`config.mk`:
```
export PLATFORM = sky130hd
export DESIGN_NAME = adsc_top
export DESIGN_NICKNAME = d
export VERILOG_FILES = /design/src/logic/adsc_pkg.sv /design/src/logic/adsc_top.sv
export VERILOG_INCLUDE_DIRS = /design/src /design/src/logic
export SDC_FILE = /design/constraint.sdc
export NUM_CORES = 1
export LEC_CHECK = 0
export BUFFER_PORTS_ARGS = -buffer_cell sky130_fd_sc_hd__buf_2
export CELL_PAD_IN_SITES_DETAIL_PLACEMENT = 0
export CELL_PAD_IN_SITES_GLOBAL_PLACEMENT = 1
export CORE_ASPECT_RATIO = 1.2
export CORE_MARGIN = 4
export CORE_UTILIZATION = 32
export CTS_CLUSTER_SIZE = 40
export DETAILED_ROUTE_END_ITERATION = 10
export GPL_ROUTABILITY_DRIVEN = 0
export PLACE_DENSITY_LB_ADDON = 0.1
export SKIP_LAST_GASP = 1
export SLEW_MARGIN = 40
export SYNTH_ARGS = -nofsm -noshare
export SYNTH_HDL_FRONTEND = slang
export SYNTH_SLANG_ARGS = --single-unit
export TNS_END_PERCENT = 5
```
`constraint.sdc`:
```
create_clock -name core_clk -period 2.8 [get_ports core_clk]
set_input_delay 0.56 -clock core_clk [delete_from_list [all_inputs] [get_ports core_clk]]
set_output_delay 0.56 -clock core_clk [all_outputs]
set_load 0.05 [all_outputs]
```
`src/logic/adsc_defs.svh`:
```
`ifndef ADSC_DEFS_SVH
`define ADSC_DEFS_SVH

// ----------------------------------------------------------------
// register addresses
// ----------------------------------------------------------------
`define ADSC_ADDR_CON1    8'hb4
`define ADSC_ADDR_SEQ     8'hb5
`define ADSC_ADDR_EXTRA   8'hb6
`define ADSC_ADDR_RES_LO  8'hba
`define ADSC_ADDR_RES_HI  8'hbb

// ----------------------------------------------------------------
// reset values and field codes
// ----------------------------------------------------------------
`define ADSC_SRC_PIN      2'h0
`define ADSC_SRC_FREE     2'h1
`define ADSC_SRC_TIMER    2'h2
`define ADSC_SRC_SOFT     2'h3
`define ADSC_RST_SRC      2'h3
`define ADSC_RST_RSV      2'h3
`define ADSC_RST_REF      2'h0
`define ADSC_RST_DEC      2'h1
`define ADSC_RST_CH       4'h0
`define ADSC_RNG_NORMAL   2'h0
`define ADSC_RNG_SINGLE   2'h1
`define ADSC_ST_BIT       6
`define ADSC_SRC_FIELD    5:4

// ----------------------------------------------------------------
// channel map
// ----------------------------------------------------------------
`define ADSC_CH_DIFF0     4'h8
`define ADSC_CH_SEQ_MAX   4'hc
`define ADSC_NUM_PINS     8

// ----------------------------------------------------------------
// timing: 32 MHz system clock divided by 8 gives the 4 MHz enable
// ----------------------------------------------------------------
`define ADSC_DIV_LAST     3'h7
`define ADSC_SETTLE_LAST  10'h00f
`define ADSC_DEC64_LAST   10'h03f
`define ADSC_DEC128_LAST  10'h07f
`define ADSC_DEC256_LAST  10'h0ff
`define ADSC_DEC512_LAST  10'h1ff

// result masks per resolution (14-bit left-justified value)
`define ADSC_MASK8        14'h3fc0
`define ADSC_MASK10       14'h3ff0
`define ADSC_MASK12       14'h3ffc
`define ADSC_MASK13       14'h3ffe

`endif

```
`src/logic/adsc_pkg.sv`:
```
package adsc_pkg;

  // ----------------------------------------------------------------
  // conversion controller states
  // ----------------------------------------------------------------
  typedef enum logic [3:0] {
    ADSC_IDLE   = 4'b0001,
    ADSC_SETTLE = 4'b0010,
    ADSC_FILTER = 4'b0100,
    ADSC_FINISH = 4'b1000
  } adsc_state_t;

  // one conversion setup: reference, decimation, channel
  typedef struct packed {
    logic [1:0] ref_sel;
    logic [1:0] dec_sel;
    logic [3:0] chan;
  } adsc_cfg_t;

  // channel search answer
  typedef struct packed {
    logic       found;
    logic [3:0] chan;
  } adsc_pick_t;

endpackage : adsc_pkg

```
`src/logic/adsc_top.sv`:
```
`timescale 1ns/1ns
`include "adsc_defs.svh"
// Operation
// - done flag sets at conversion end, clears after both result bytes read.
// - a new completion before reading keeps the done flag high.
// - start bit write begins sequence only with software source and idle.
// - start bit reads one while sequence runs, hardware clears it at end; only sequences launched by the start bit set it.
// - start source: pin edge, free running, timer compare, start bit.
// - sequence channel field gives the last channel of a sequence.
// - writing extra config launches one extra conversion with its fields.
// - extra config fields decode exactly as sequence config fields.
// - results are two's complement, 14-bit span 8191 to -8192.
// - reading sequence channel field returns channel of held result.
// - converter runs on 4 MHz enable, system clock divided by 8.
// - conversion is 16 settle periods plus decimation rate periods.
// - interrupt on extra conversion end only, never for sequence.
// - each sequence conversion pulses DMA; extra conversion does not.
// - separate DMA trigger for each of channels 0 to 7.
// - any-channel DMA trigger on every sequence result.
// - result left-justified: high byte 13:6, low 7:2, low 1:0 zero.
// - random control: normal, single step self-reverting, reserved, stop.
// - sequence 0..end below 8, from 8 for 8..12, else single.
// - channel codes map; disabled-input channels are skipped in a sequence, but an extra conversion converts its channel regardless.
// - decimation codes 64,128,256,512; reset code 01.
// - reference codes internal, top pin, supply, top differential pair.
module adsc_top
  import adsc_pkg::*;
(
  // clock and reset
  input  wire logic        core_clk,
  input  wire logic        nrst,
  // special function register port
  input  wire logic [7:0]  sfr_addr,
  input  wire logic        sfr_wr,
  input  wire logic        sfr_rd,
  input  wire logic [7:0]  sfr_wdata,
  output logic      [7:0]  sfr_rdata,
  // start events and pin setup
  input  wire logic        external_trigger_pin,
  input  wire logic        timer1_ch0_compare,
  input  wire logic [7:0]  analog_input_enable,
  // modulator abstraction
  input  wire logic [13:0] mod_sample,
  output logic             mod_tick,
  output logic      [3:0]  mod_channel,
  output logic      [1:0]  mod_reference,
  // random generator hook
  input  wire logic        rng_single_done,
  output logic      [1:0]  random_generator_control,
  // interrupt and dma
  output logic             irq,
  output logic      [7:0]  per_channel_dma_trigger,
  output logic             any_channel_dma_trigger
);

  // ----------------------------------------------------------------
  // declarations
  // ----------------------------------------------------------------
  adsc_state_t state_q;
  adsc_cfg_t   seq_cfg_q;
  adsc_cfg_t   xtra_cfg_q;
  adsc_cfg_t   cur_cfg_q;
  adsc_pick_t  first_pick;
  adsc_pick_t  next_pick;
  logic [2:0]  div_q;
  logic        tick_q;
  logic [9:0]  cnt_q;
  logic [9:0]  dec_last;
  logic        seq_on_q;
  logic        cur_extra_q;
  logic        xtra_pend_q;
  logic        st_q;
  logic [1:0]  src_q;
  logic [1:0]  rng_q;
  logic [1:0]  rsv_q;
  logic        eoc_q;
  logic        lo_read_q;
  logic        hi_read_q;
  logic [13:0] result_q;
  logic [3:0]  res_ch_q;
  logic        pin_q;
  logic        idle;
  logic        seq_start;
  logic        soft_go;
  logic        xtra_start;
  logic        done;
  logic        wr_con1;
  logic        wr_seq;
  logic        wr_xtra;

  assign idle    = (state_q == ADSC_IDLE);
  assign wr_con1 = sfr_wr && (sfr_addr == `ADSC_ADDR_CON1);
  assign wr_seq  = sfr_wr && (sfr_addr == `ADSC_ADDR_SEQ);
  assign wr_xtra = sfr_wr && (sfr_addr == `ADSC_ADDR_EXTRA);
  assign done    = (state_q == ADSC_FINISH);

  // ----------------------------------------------------------------
  // channel helpers
  // ----------------------------------------------------------------
  // a channel is usable when its input pins are analog enabled
  function automatic logic ch_ok(input logic [3:0] ch,
                                 input logic [7:0] en);
    logic ok;
    ok = 1'b1;
    if (ch < `ADSC_CH_DIFF0) begin
      ok = en[ch[2:0]];
    end else if (ch < `ADSC_CH_SEQ_MAX) begin
      ok = en[{ch[1:0], 1'b0}] && en[{ch[1:0], 1'b1}];
    end
    return ok;
  endfunction : ch_ok

  // lowest usable channel in [lo, hi]
  function automatic adsc_pick_t pick(input logic [3:0] lo,
                                      input logic [3:0] hi,
                                      input logic [7:0] en);
    adsc_pick_t p;
    p = '0;
    for (int i = 15; i >= 0; i--) begin
      if ((4'(i) >= lo) && (4'(i) <= hi) && ch_ok(4'(i), en)) begin
        p.found = 1'b1;
        p.chan  = 4'(i);
      end
    end
    return p;
  endfunction : pick

  // first channel of a sequence from the programmed end channel
  always_comb begin
    if (seq_cfg_q.chan > `ADSC_CH_SEQ_MAX) begin
      first_pick = '{found: 1'b1, chan: seq_cfg_q.chan};
    end else if (seq_cfg_q.chan >= `ADSC_CH_DIFF0) begin
      first_pick = pick(`ADSC_CH_DIFF0, seq_cfg_q.chan,
                        analog_input_enable);
    end else begin
      first_pick = pick(4'h0, seq_cfg_q.chan,
                        analog_input_enable);
    end
  end

  // next channel after the one just converted, up to the end channel
  always_comb begin
    next_pick = '0;
    if ((cur_cfg_q.chan < seq_cfg_q.chan) &&
        (seq_cfg_q.chan <= `ADSC_CH_SEQ_MAX)) begin
      next_pick = pick(cur_cfg_q.chan + 4'h1, seq_cfg_q.chan,
                       analog_input_enable);
    end
  end

  // ----------------------------------------------------------------
  // start decisions
  // ----------------------------------------------------------------
  // extra conversions wait for a running sequence to finish
  assign xtra_start = idle && xtra_pend_q && !seq_on_q;

  // start bit counts only if the same write keeps the bit source, so a
  // write that moves the source away cannot launch a sequence
  assign soft_go = wr_con1 && sfr_wdata[`ADSC_ST_BIT] &&
                   (sfr_wdata[`ADSC_SRC_FIELD] == `ADSC_SRC_SOFT);

  // sequence trigger by selected source; busy ignores all of them
  always_comb begin
    seq_start = 1'b0;
    unique case (src_q)
      `ADSC_SRC_PIN:   seq_start = external_trigger_pin && !pin_q;
      `ADSC_SRC_FREE:  seq_start = 1'b1;
      `ADSC_SRC_TIMER: seq_start = timer1_ch0_compare;
      `ADSC_SRC_SOFT:  seq_start = 1'b0;
    endcase
    seq_start = (seq_start || soft_go) && idle && !seq_on_q &&
                !xtra_pend_q;
  end

  // ----------------------------------------------------------------
  // 4 MHz enable from the system clock
  // ----------------------------------------------------------------
  always_ff @(posedge core_clk) begin
    if (!nrst) begin
      div_q  <= 3'h0;
      tick_q <= 1'b0;
    end else begin
      div_q  <= div_q + 3'h1;
      tick_q <= (div_q == `ADSC_DIV_LAST);
    end
  end

  // ----------------------------------------------------------------
  // conversion timing
  // ----------------------------------------------------------------
  always_comb begin
    unique case (cur_cfg_q.dec_sel)
      2'h0: dec_last = `ADSC_DEC64_LAST;
      2'h1: dec_last = `ADSC_DEC128_LAST;
      2'h2: dec_last = `ADSC_DEC256_LAST;
      2'h3: dec_last = `ADSC_DEC512_LAST;
    endcase
  end

  // settle then filter, both counted in 4 MHz periods
  always_ff @(posedge core_clk) begin
    if (!nrst) begin
      state_q <= ADSC_IDLE;
      cnt_q   <= 10'h000;
    end else begin
      unique case (state_q)
        ADSC_IDLE: begin
          cnt_q <= 10'h000;
          if (xtra_start || (seq_start && first_pick.found)) begin
            state_q <= ADSC_SETTLE;
          end
        end
        ADSC_SETTLE: begin
          if (tick_q) begin
            cnt_q <= cnt_q + 10'h001;
            if (cnt_q == `ADSC_SETTLE_LAST) begin
              cnt_q   <= 10'h000;
              state_q <= ADSC_FILTER;
            end
          end
        end
        ADSC_FILTER: begin
          if (tick_q) begin
            cnt_q <= cnt_q + 10'h001;
            if (cnt_q == dec_last) begin
              state_q <= ADSC_FINISH;
            end
          end
        end
        ADSC_FINISH: begin
          cnt_q   <= 10'h000;
          state_q <= (seq_on_q && next_pick.found) ? ADSC_SETTLE
                                                   : ADSC_IDLE;
        end
      endcase
    end
  end

  // ----------------------------------------------------------------
  // sequence bookkeeping and active setup
  // ----------------------------------------------------------------
  always_ff @(posedge core_clk) begin
    if (!nrst) begin
      seq_on_q    <= 1'b0;
      cur_extra_q <= 1'b0;
      cur_cfg_q   <= '{`ADSC_RST_REF, `ADSC_RST_DEC, `ADSC_RST_CH};
    end else if (xtra_start) begin
      cur_extra_q <= 1'b1;
      cur_cfg_q   <= xtra_cfg_q;
    end else if (seq_start && first_pick.found) begin
      seq_on_q    <= 1'b1;
      cur_extra_q <= 1'b0;
      cur_cfg_q   <= '{seq_cfg_q.ref_sel, seq_cfg_q.dec_sel,
                       first_pick.chan};
    end else if (done) begin
      if (seq_on_q && next_pick.found) begin
        cur_cfg_q <= '{seq_cfg_q.ref_sel, seq_cfg_q.dec_sel,
                       next_pick.chan};
      end else begin
        seq_on_q <= 1'b0;
      end
    end
  end

  // extra request waits here; a rewrite while pending only refreshes it
  always_ff @(posedge core_clk) begin
    if (!nrst) begin
      xtra_pend_q <= 1'b0;
    end else if (wr_xtra) begin
      xtra_pend_q <= 1'b1;
    end else if (xtra_start) begin
      xtra_pend_q <= 1'b0;
    end
  end

  // ----------------------------------------------------------------
  // control register fields
  // ----------------------------------------------------------------
  // start bit: write one only counts for the software source
  always_ff @(posedge core_clk) begin
    if (!nrst) begin
      st_q <= 1'b0;
    end else if (seq_start && soft_go) begin
      st_q <= first_pick.found;
    end else if (done && !(seq_on_q && next_pick.found)) begin
      st_q <= 1'b0;
    end
  end

  // source select, reserved pair and pin edge history
  always_ff @(posedge core_clk) begin
    if (!nrst) begin
      src_q <= `ADSC_RST_SRC;
      rsv_q <= `ADSC_RST_RSV;
      pin_q <= 1'b0;
    end else begin
      pin_q <= external_trigger_pin;
      if (wr_con1) begin
        src_q <= sfr_wdata[`ADSC_SRC_FIELD];
        rsv_q <= sfr_wdata[1:0];
      end
    end
  end

  // random control: single step falls back to normal when done
  always_ff @(posedge core_clk) begin
    if (!nrst) begin
      rng_q <= `ADSC_RNG_NORMAL;
    end else if (wr_con1) begin
      rng_q <= sfr_wdata[3:2];
    end else if ((rng_q == `ADSC_RNG_SINGLE) && rng_single_done) begin
      rng_q <= `ADSC_RNG_NORMAL;
    end
  end

  // sequence and extra setup; mid-conversion changes are not guarded
  always_ff @(posedge core_clk) begin
    if (!nrst) begin
      seq_cfg_q  <= '{`ADSC_RST_REF, `ADSC_RST_DEC, `ADSC_RST_CH};
      xtra_cfg_q <= '{`ADSC_RST_REF, `ADSC_RST_DEC, `ADSC_RST_CH};
    end else begin
      if (wr_seq) begin
        seq_cfg_q <= sfr_wdata;
      end
      if (wr_xtra) begin
        xtra_cfg_q <= sfr_wdata;
      end
    end
  end

  // ----------------------------------------------------------------
  // result capture and done flag
  // ----------------------------------------------------------------
  // keep only the bits the chosen resolution delivers
  always_ff @(posedge core_clk) begin
    if (!nrst) begin
      result_q <= 14'h0000;
      res_ch_q <= `ADSC_RST_CH;
    end else if (done) begin
      res_ch_q <= cur_cfg_q.chan;
      unique case (cur_cfg_q.dec_sel)
        2'h0: result_q <= mod_sample & `ADSC_MASK8;
        2'h1: result_q <= mod_sample & `ADSC_MASK10;
        2'h2: result_q <= mod_sample & `ADSC_MASK12;
        2'h3: result_q <= mod_sample & `ADSC_MASK13;
      endcase
    end
  end

  // flag clears after both bytes; a completion always wins the clear
  always_ff @(posedge core_clk) begin
    if (!nrst) begin
      eoc_q     <= 1'b0;
      lo_read_q <= 1'b0;
      hi_read_q <= 1'b0;
    end else if (done) begin
      eoc_q     <= 1'b1;
      lo_read_q <= 1'b0;
      hi_read_q <= 1'b0;
    end else if (sfr_rd) begin
      if (sfr_addr == `ADSC_ADDR_RES_LO) begin
        lo_read_q <= 1'b1;
        if (hi_read_q) begin
          eoc_q <= 1'b0;
        end
      end
      if (sfr_addr == `ADSC_ADDR_RES_HI) begin
        hi_read_q <= 1'b1;
        if (lo_read_q) begin
          eoc_q <= 1'b0;
        end
      end
    end
  end

  // ----------------------------------------------------------------
  // register read port, one cycle after the read strobe
  // ----------------------------------------------------------------
  always_ff @(posedge core_clk) begin
    if (!nrst) begin
      sfr_rdata <= 8'h00;
    end else if (sfr_rd) begin
      unique case (sfr_addr)
        `ADSC_ADDR_CON1:   sfr_rdata <= {eoc_q, st_q, src_q, rng_q, rsv_q};
        `ADSC_ADDR_SEQ:    sfr_rdata <= {seq_cfg_q.ref_sel,
                                         seq_cfg_q.dec_sel,
                                         res_ch_q};
        `ADSC_ADDR_EXTRA:  sfr_rdata <= xtra_cfg_q;
        `ADSC_ADDR_RES_LO: sfr_rdata <= {result_q[5:0], 2'b00};
        `ADSC_ADDR_RES_HI: sfr_rdata <= result_q[13:6];
        default:           sfr_rdata <= 8'h00;
      endcase
    end
  end

  // ----------------------------------------------------------------
  // completion outputs: irq for extra, dma for sequence
  // ----------------------------------------------------------------
  always_ff @(posedge core_clk) begin
    if (!nrst) begin
      irq                     <= 1'b0;
      any_channel_dma_trigger <= 1'b0;
      per_channel_dma_trigger <= 8'h00;
    end else begin
      irq                     <= done && cur_extra_q;
      any_channel_dma_trigger <= done && !cur_extra_q;
      per_channel_dma_trigger <= 8'h00;
      if (done && !cur_extra_q && (cur_cfg_q.chan < `ADSC_CH_DIFF0)) begin
        per_channel_dma_trigger[cur_cfg_q.chan[2:0]] <= 1'b1;
      end
    end
  end

  // ----------------------------------------------------------------
  // registered modulator and random generator controls
  // ----------------------------------------------------------------
  always_ff @(posedge core_clk) begin
    if (!nrst) begin
      mod_tick                 <= 1'b0;
      mod_channel              <= `ADSC_RST_CH;
      mod_reference            <= `ADSC_RST_REF;
      random_generator_control <= `ADSC_RNG_NORMAL;
    end else begin
      mod_tick                 <= tick_q && !idle;
      mod_channel              <= cur_cfg_q.chan;
      mod_reference            <= cur_cfg_q.ref_sel;
      random_generator_control <= rng_q;
    end
  end

endmodule : adsc_top

```
==> impl_metrics.csv <==
group,metric,value,unit
status,status,"finished, final reports clean",
timing,min_period,2.70,ns
synth,ys_seq_area_share,37.8,%
cells_and_area,diodes,0,
synth,synth.cell_area,5300,sq um
timing,worst_slew_pin_slew,0.577,ns
power,ir_drop,0.261,mV
synth,synth_flop_cell,"dfxtp_1",
timing,fin_crit_sh,96.3,%
critical_path,critPathLaunchType,"flip-flop",
global_routing,grt_max_degree,50,
die,die-area,18700,sq um
power,leakage,2.61,nW
synth,ys_async_sr_fraction,0,%
synth,syn_inst,641,
worst_hold_path,hp-class,"reg2reg",
critical_path,r2r-start,"cur_cfg_q[0]",
routing,vias,5059,
die,rows,51,
critical_path,crit_arrival,2.94,ns
cts,cts_tree,"done",
synth,ys_types,84,
critical_path,worst_setup_path_end_kind,"flip-flop",
cts,h-tree-depth,3,
timing,whs,0.421,ns
synth,yosys_warnings,0,
cts,cts_resized,0,
critical_path,r2r_end,"seq_on_q",
timing,hold_violations,0,
die,ios,72,
timing,fmax,371,MHz
cells_and_area,final-instance-count-excl-fill,955,
die,fp.dieH,149,microns
die,initial_utilization,32.6,%
synth,synth_nets,696,
timing,setup_ws,0.103,ns
critical_path,rr_worst_depth,8,
cts,cts_made_buffers,9,
cts,cts_setup_buffers,0,
timing,rsz0062_at_grt,"yes",
routing,postRouteAntennaNets,0,
cells_and_area,area_growth_syn_to_layout,22.9,%
timing,totalNegativeSetupSlack,0,ns
place,hpwl,12.1,mm
routing,wirelength,15.7,mm
timing,skew,0.00603,ns
global_routing,grt_pass1_vias,4955,
cells_and_area,final_area,6510,sq um
power,powerDensity,475,nW/um^2
cts,clk_path_buf_depth,2,
worst_hold_path,whs_path_depth,1,
cts,path_clk_slew,0.07,ns
cells_and_area,utilization,40.0,%
cts,clk_latency,0.34,ns
cells_and_area,layout-drive-gt1-share,24.0,%
synth,synth_edf_count,0,
routing,viasPerCell,5.30,
worst_hold_path,holdPathEnd,"div_q[0]",
timing,slew_violations,0,
place,dp_cells,939,
power,finalPower,3.09,mW
cts,cts.sinks,100,
timing,slew_headroom,61.1,%
critical_path,required,3.04,ns
global_routing,overflow,0,
synth,synth-seq-cells,100,
cts,cts_hold_buf,0,
global_routing,grt_usage,16.9,%
critical_path,r2r_slack,0.10,ns
place,placed_area,6140,sq um
routing,drc,0,
routing,drt_iter0_drc,370,
routing,drtPass1Iterations,6,
job,maxCapViolCount,0,
global_routing,antenna_found_initial,0,
worst_hold_path,min_from,"div_q[0]",
critical_path,path_class,"reg2reg",
cells_and_area,nets,793,
synth,postSynthAreaPerCell,8.27,sq um
die,fp.dieW,125,microns
cts,clockRootBuffer,"clkbuf_16",
critical_path,cp_max_fo,5,
timing,final-setup-viol-count,0,
die,core,16300,sq um
global_routing,grt_pass1_wl,25.5,mm
routing,wl_per_cell,16.4,microns
place,portBuffers,70,
place,pre_cts_ws,-0.0760,ns
## cells in the mapped netlist (7+ instances only)
library cell	instances	area, sq um
o21ai_0	27	135
clkbuf_1	23	86.3
a21o_1	7	52.6
nand2b_1	9	56.3
dfxtp_1	100	2000
o211ai_1	7	52.6
buf_2	9	45.0
nand2_1	88	330
nand3_1	24	120
nor2b_1	7	43.8
a21oi_1	55	275
nor2_1	59	221
nor3_1	21	105
a22oi_1	13	97.6
inv_1	13	48.8
a211oi_1	7	52.6
xor2_1	8	70.1
and2_1	15	93.8
mux2i_1	13	130
ha_1	10	125
## report_power, final
group          internal (mW)  switching, mW
Combinational          0.105          0.161
Clock                  0.798          0.574
Sequential              1.44         0.0121
Total                   2.34          0.748
## worst max path at each step
stage	startpoint	endpoint	slack, ns	cells past startpoint
after floorplan	cur_cfg_q[1]	cur_cfg_q[3]	0.06	11
after global placement	sfr_addr[1]	cur_cfg_q[0]	0.04	8
after detailed placement	sfr_addr[1]	state_q[1]	-0.08	9
after CTS	cur_cfg_q[0]	cur_cfg_q[3]	0.02	9
after global routing	cur_cfg_q[0]	cur_cfg_q[2]	-0.02	9
final	cur_cfg_q[0]	seq_on_q	0.10	8
## layout by cell type (no fill, tap or decap), drive strengths merged, types with 8 or more instances in the layout
cell type and n:
nor2 59, xor2 8, buf 123, a21oi 57
nand3 25, mux2i 13, nand2 89, clkbuf 9
nand2b 9, a22oi 13, nor3 22, dfxtp 100
a21o 8, a211oi 8, o21ai 30, inv 16
and2 15, ha 10
## per-layer routing
layer	vias to the layer above	share of wire, %	global-route usage (%)
met3	28	2.7	1.83
met2	97	50	30.2
met1	2411	44	20.5
met4	0	3.0	7.48
li1	2523	-	-
met5	-	0	0
## area by class of cell
cell class	instances	area, sq um
fill	1714	9760
multi-input combinational	490	3110
sequential	100	2000
timing repair buffer	123	748
tap	212	265
clock buffer	9	225
clock inverter	7	105
inverter	14	52.6
## logic make-up after synthesis
group           after synthesis  synth area share, %
flops                       100                 37.8
mux                          18                 3.52
simple gates                265                 24.9
xor+xnor                     13                 2.29
buf+inv                      51                 4.37
fa+ha+maj                    10                 2.36
compound gates              184                 24.8
## worst max-delay path: stages (launching register included)
cell       delay (ns)
dfxtp_2          0.37
inv_1            0.08
ha_1             0.34
and3_1           0.22
a2111oi_4        0.34
o31ai_1          0.12
a211o_1          0.40
o41a_1           0.51
a22o_1           0.20
## registers in the layout (all words and copies together) (netlist names), 2 cells and up
signal and flops:
rng_q 2, sfr_rdata 8, res_ch_q 4, mod_reference 2
src_q 2, rsv_q 2, xtra_cfg_q 8, cur_cfg_q 8
result_q 13, per_channel_dma_trigger 8, cnt_q 10, mod_channel 4
div_q 3, random_generator_control 2, seq_cfg_q 8, state_q 4
(Power assumes the default switching activity.)
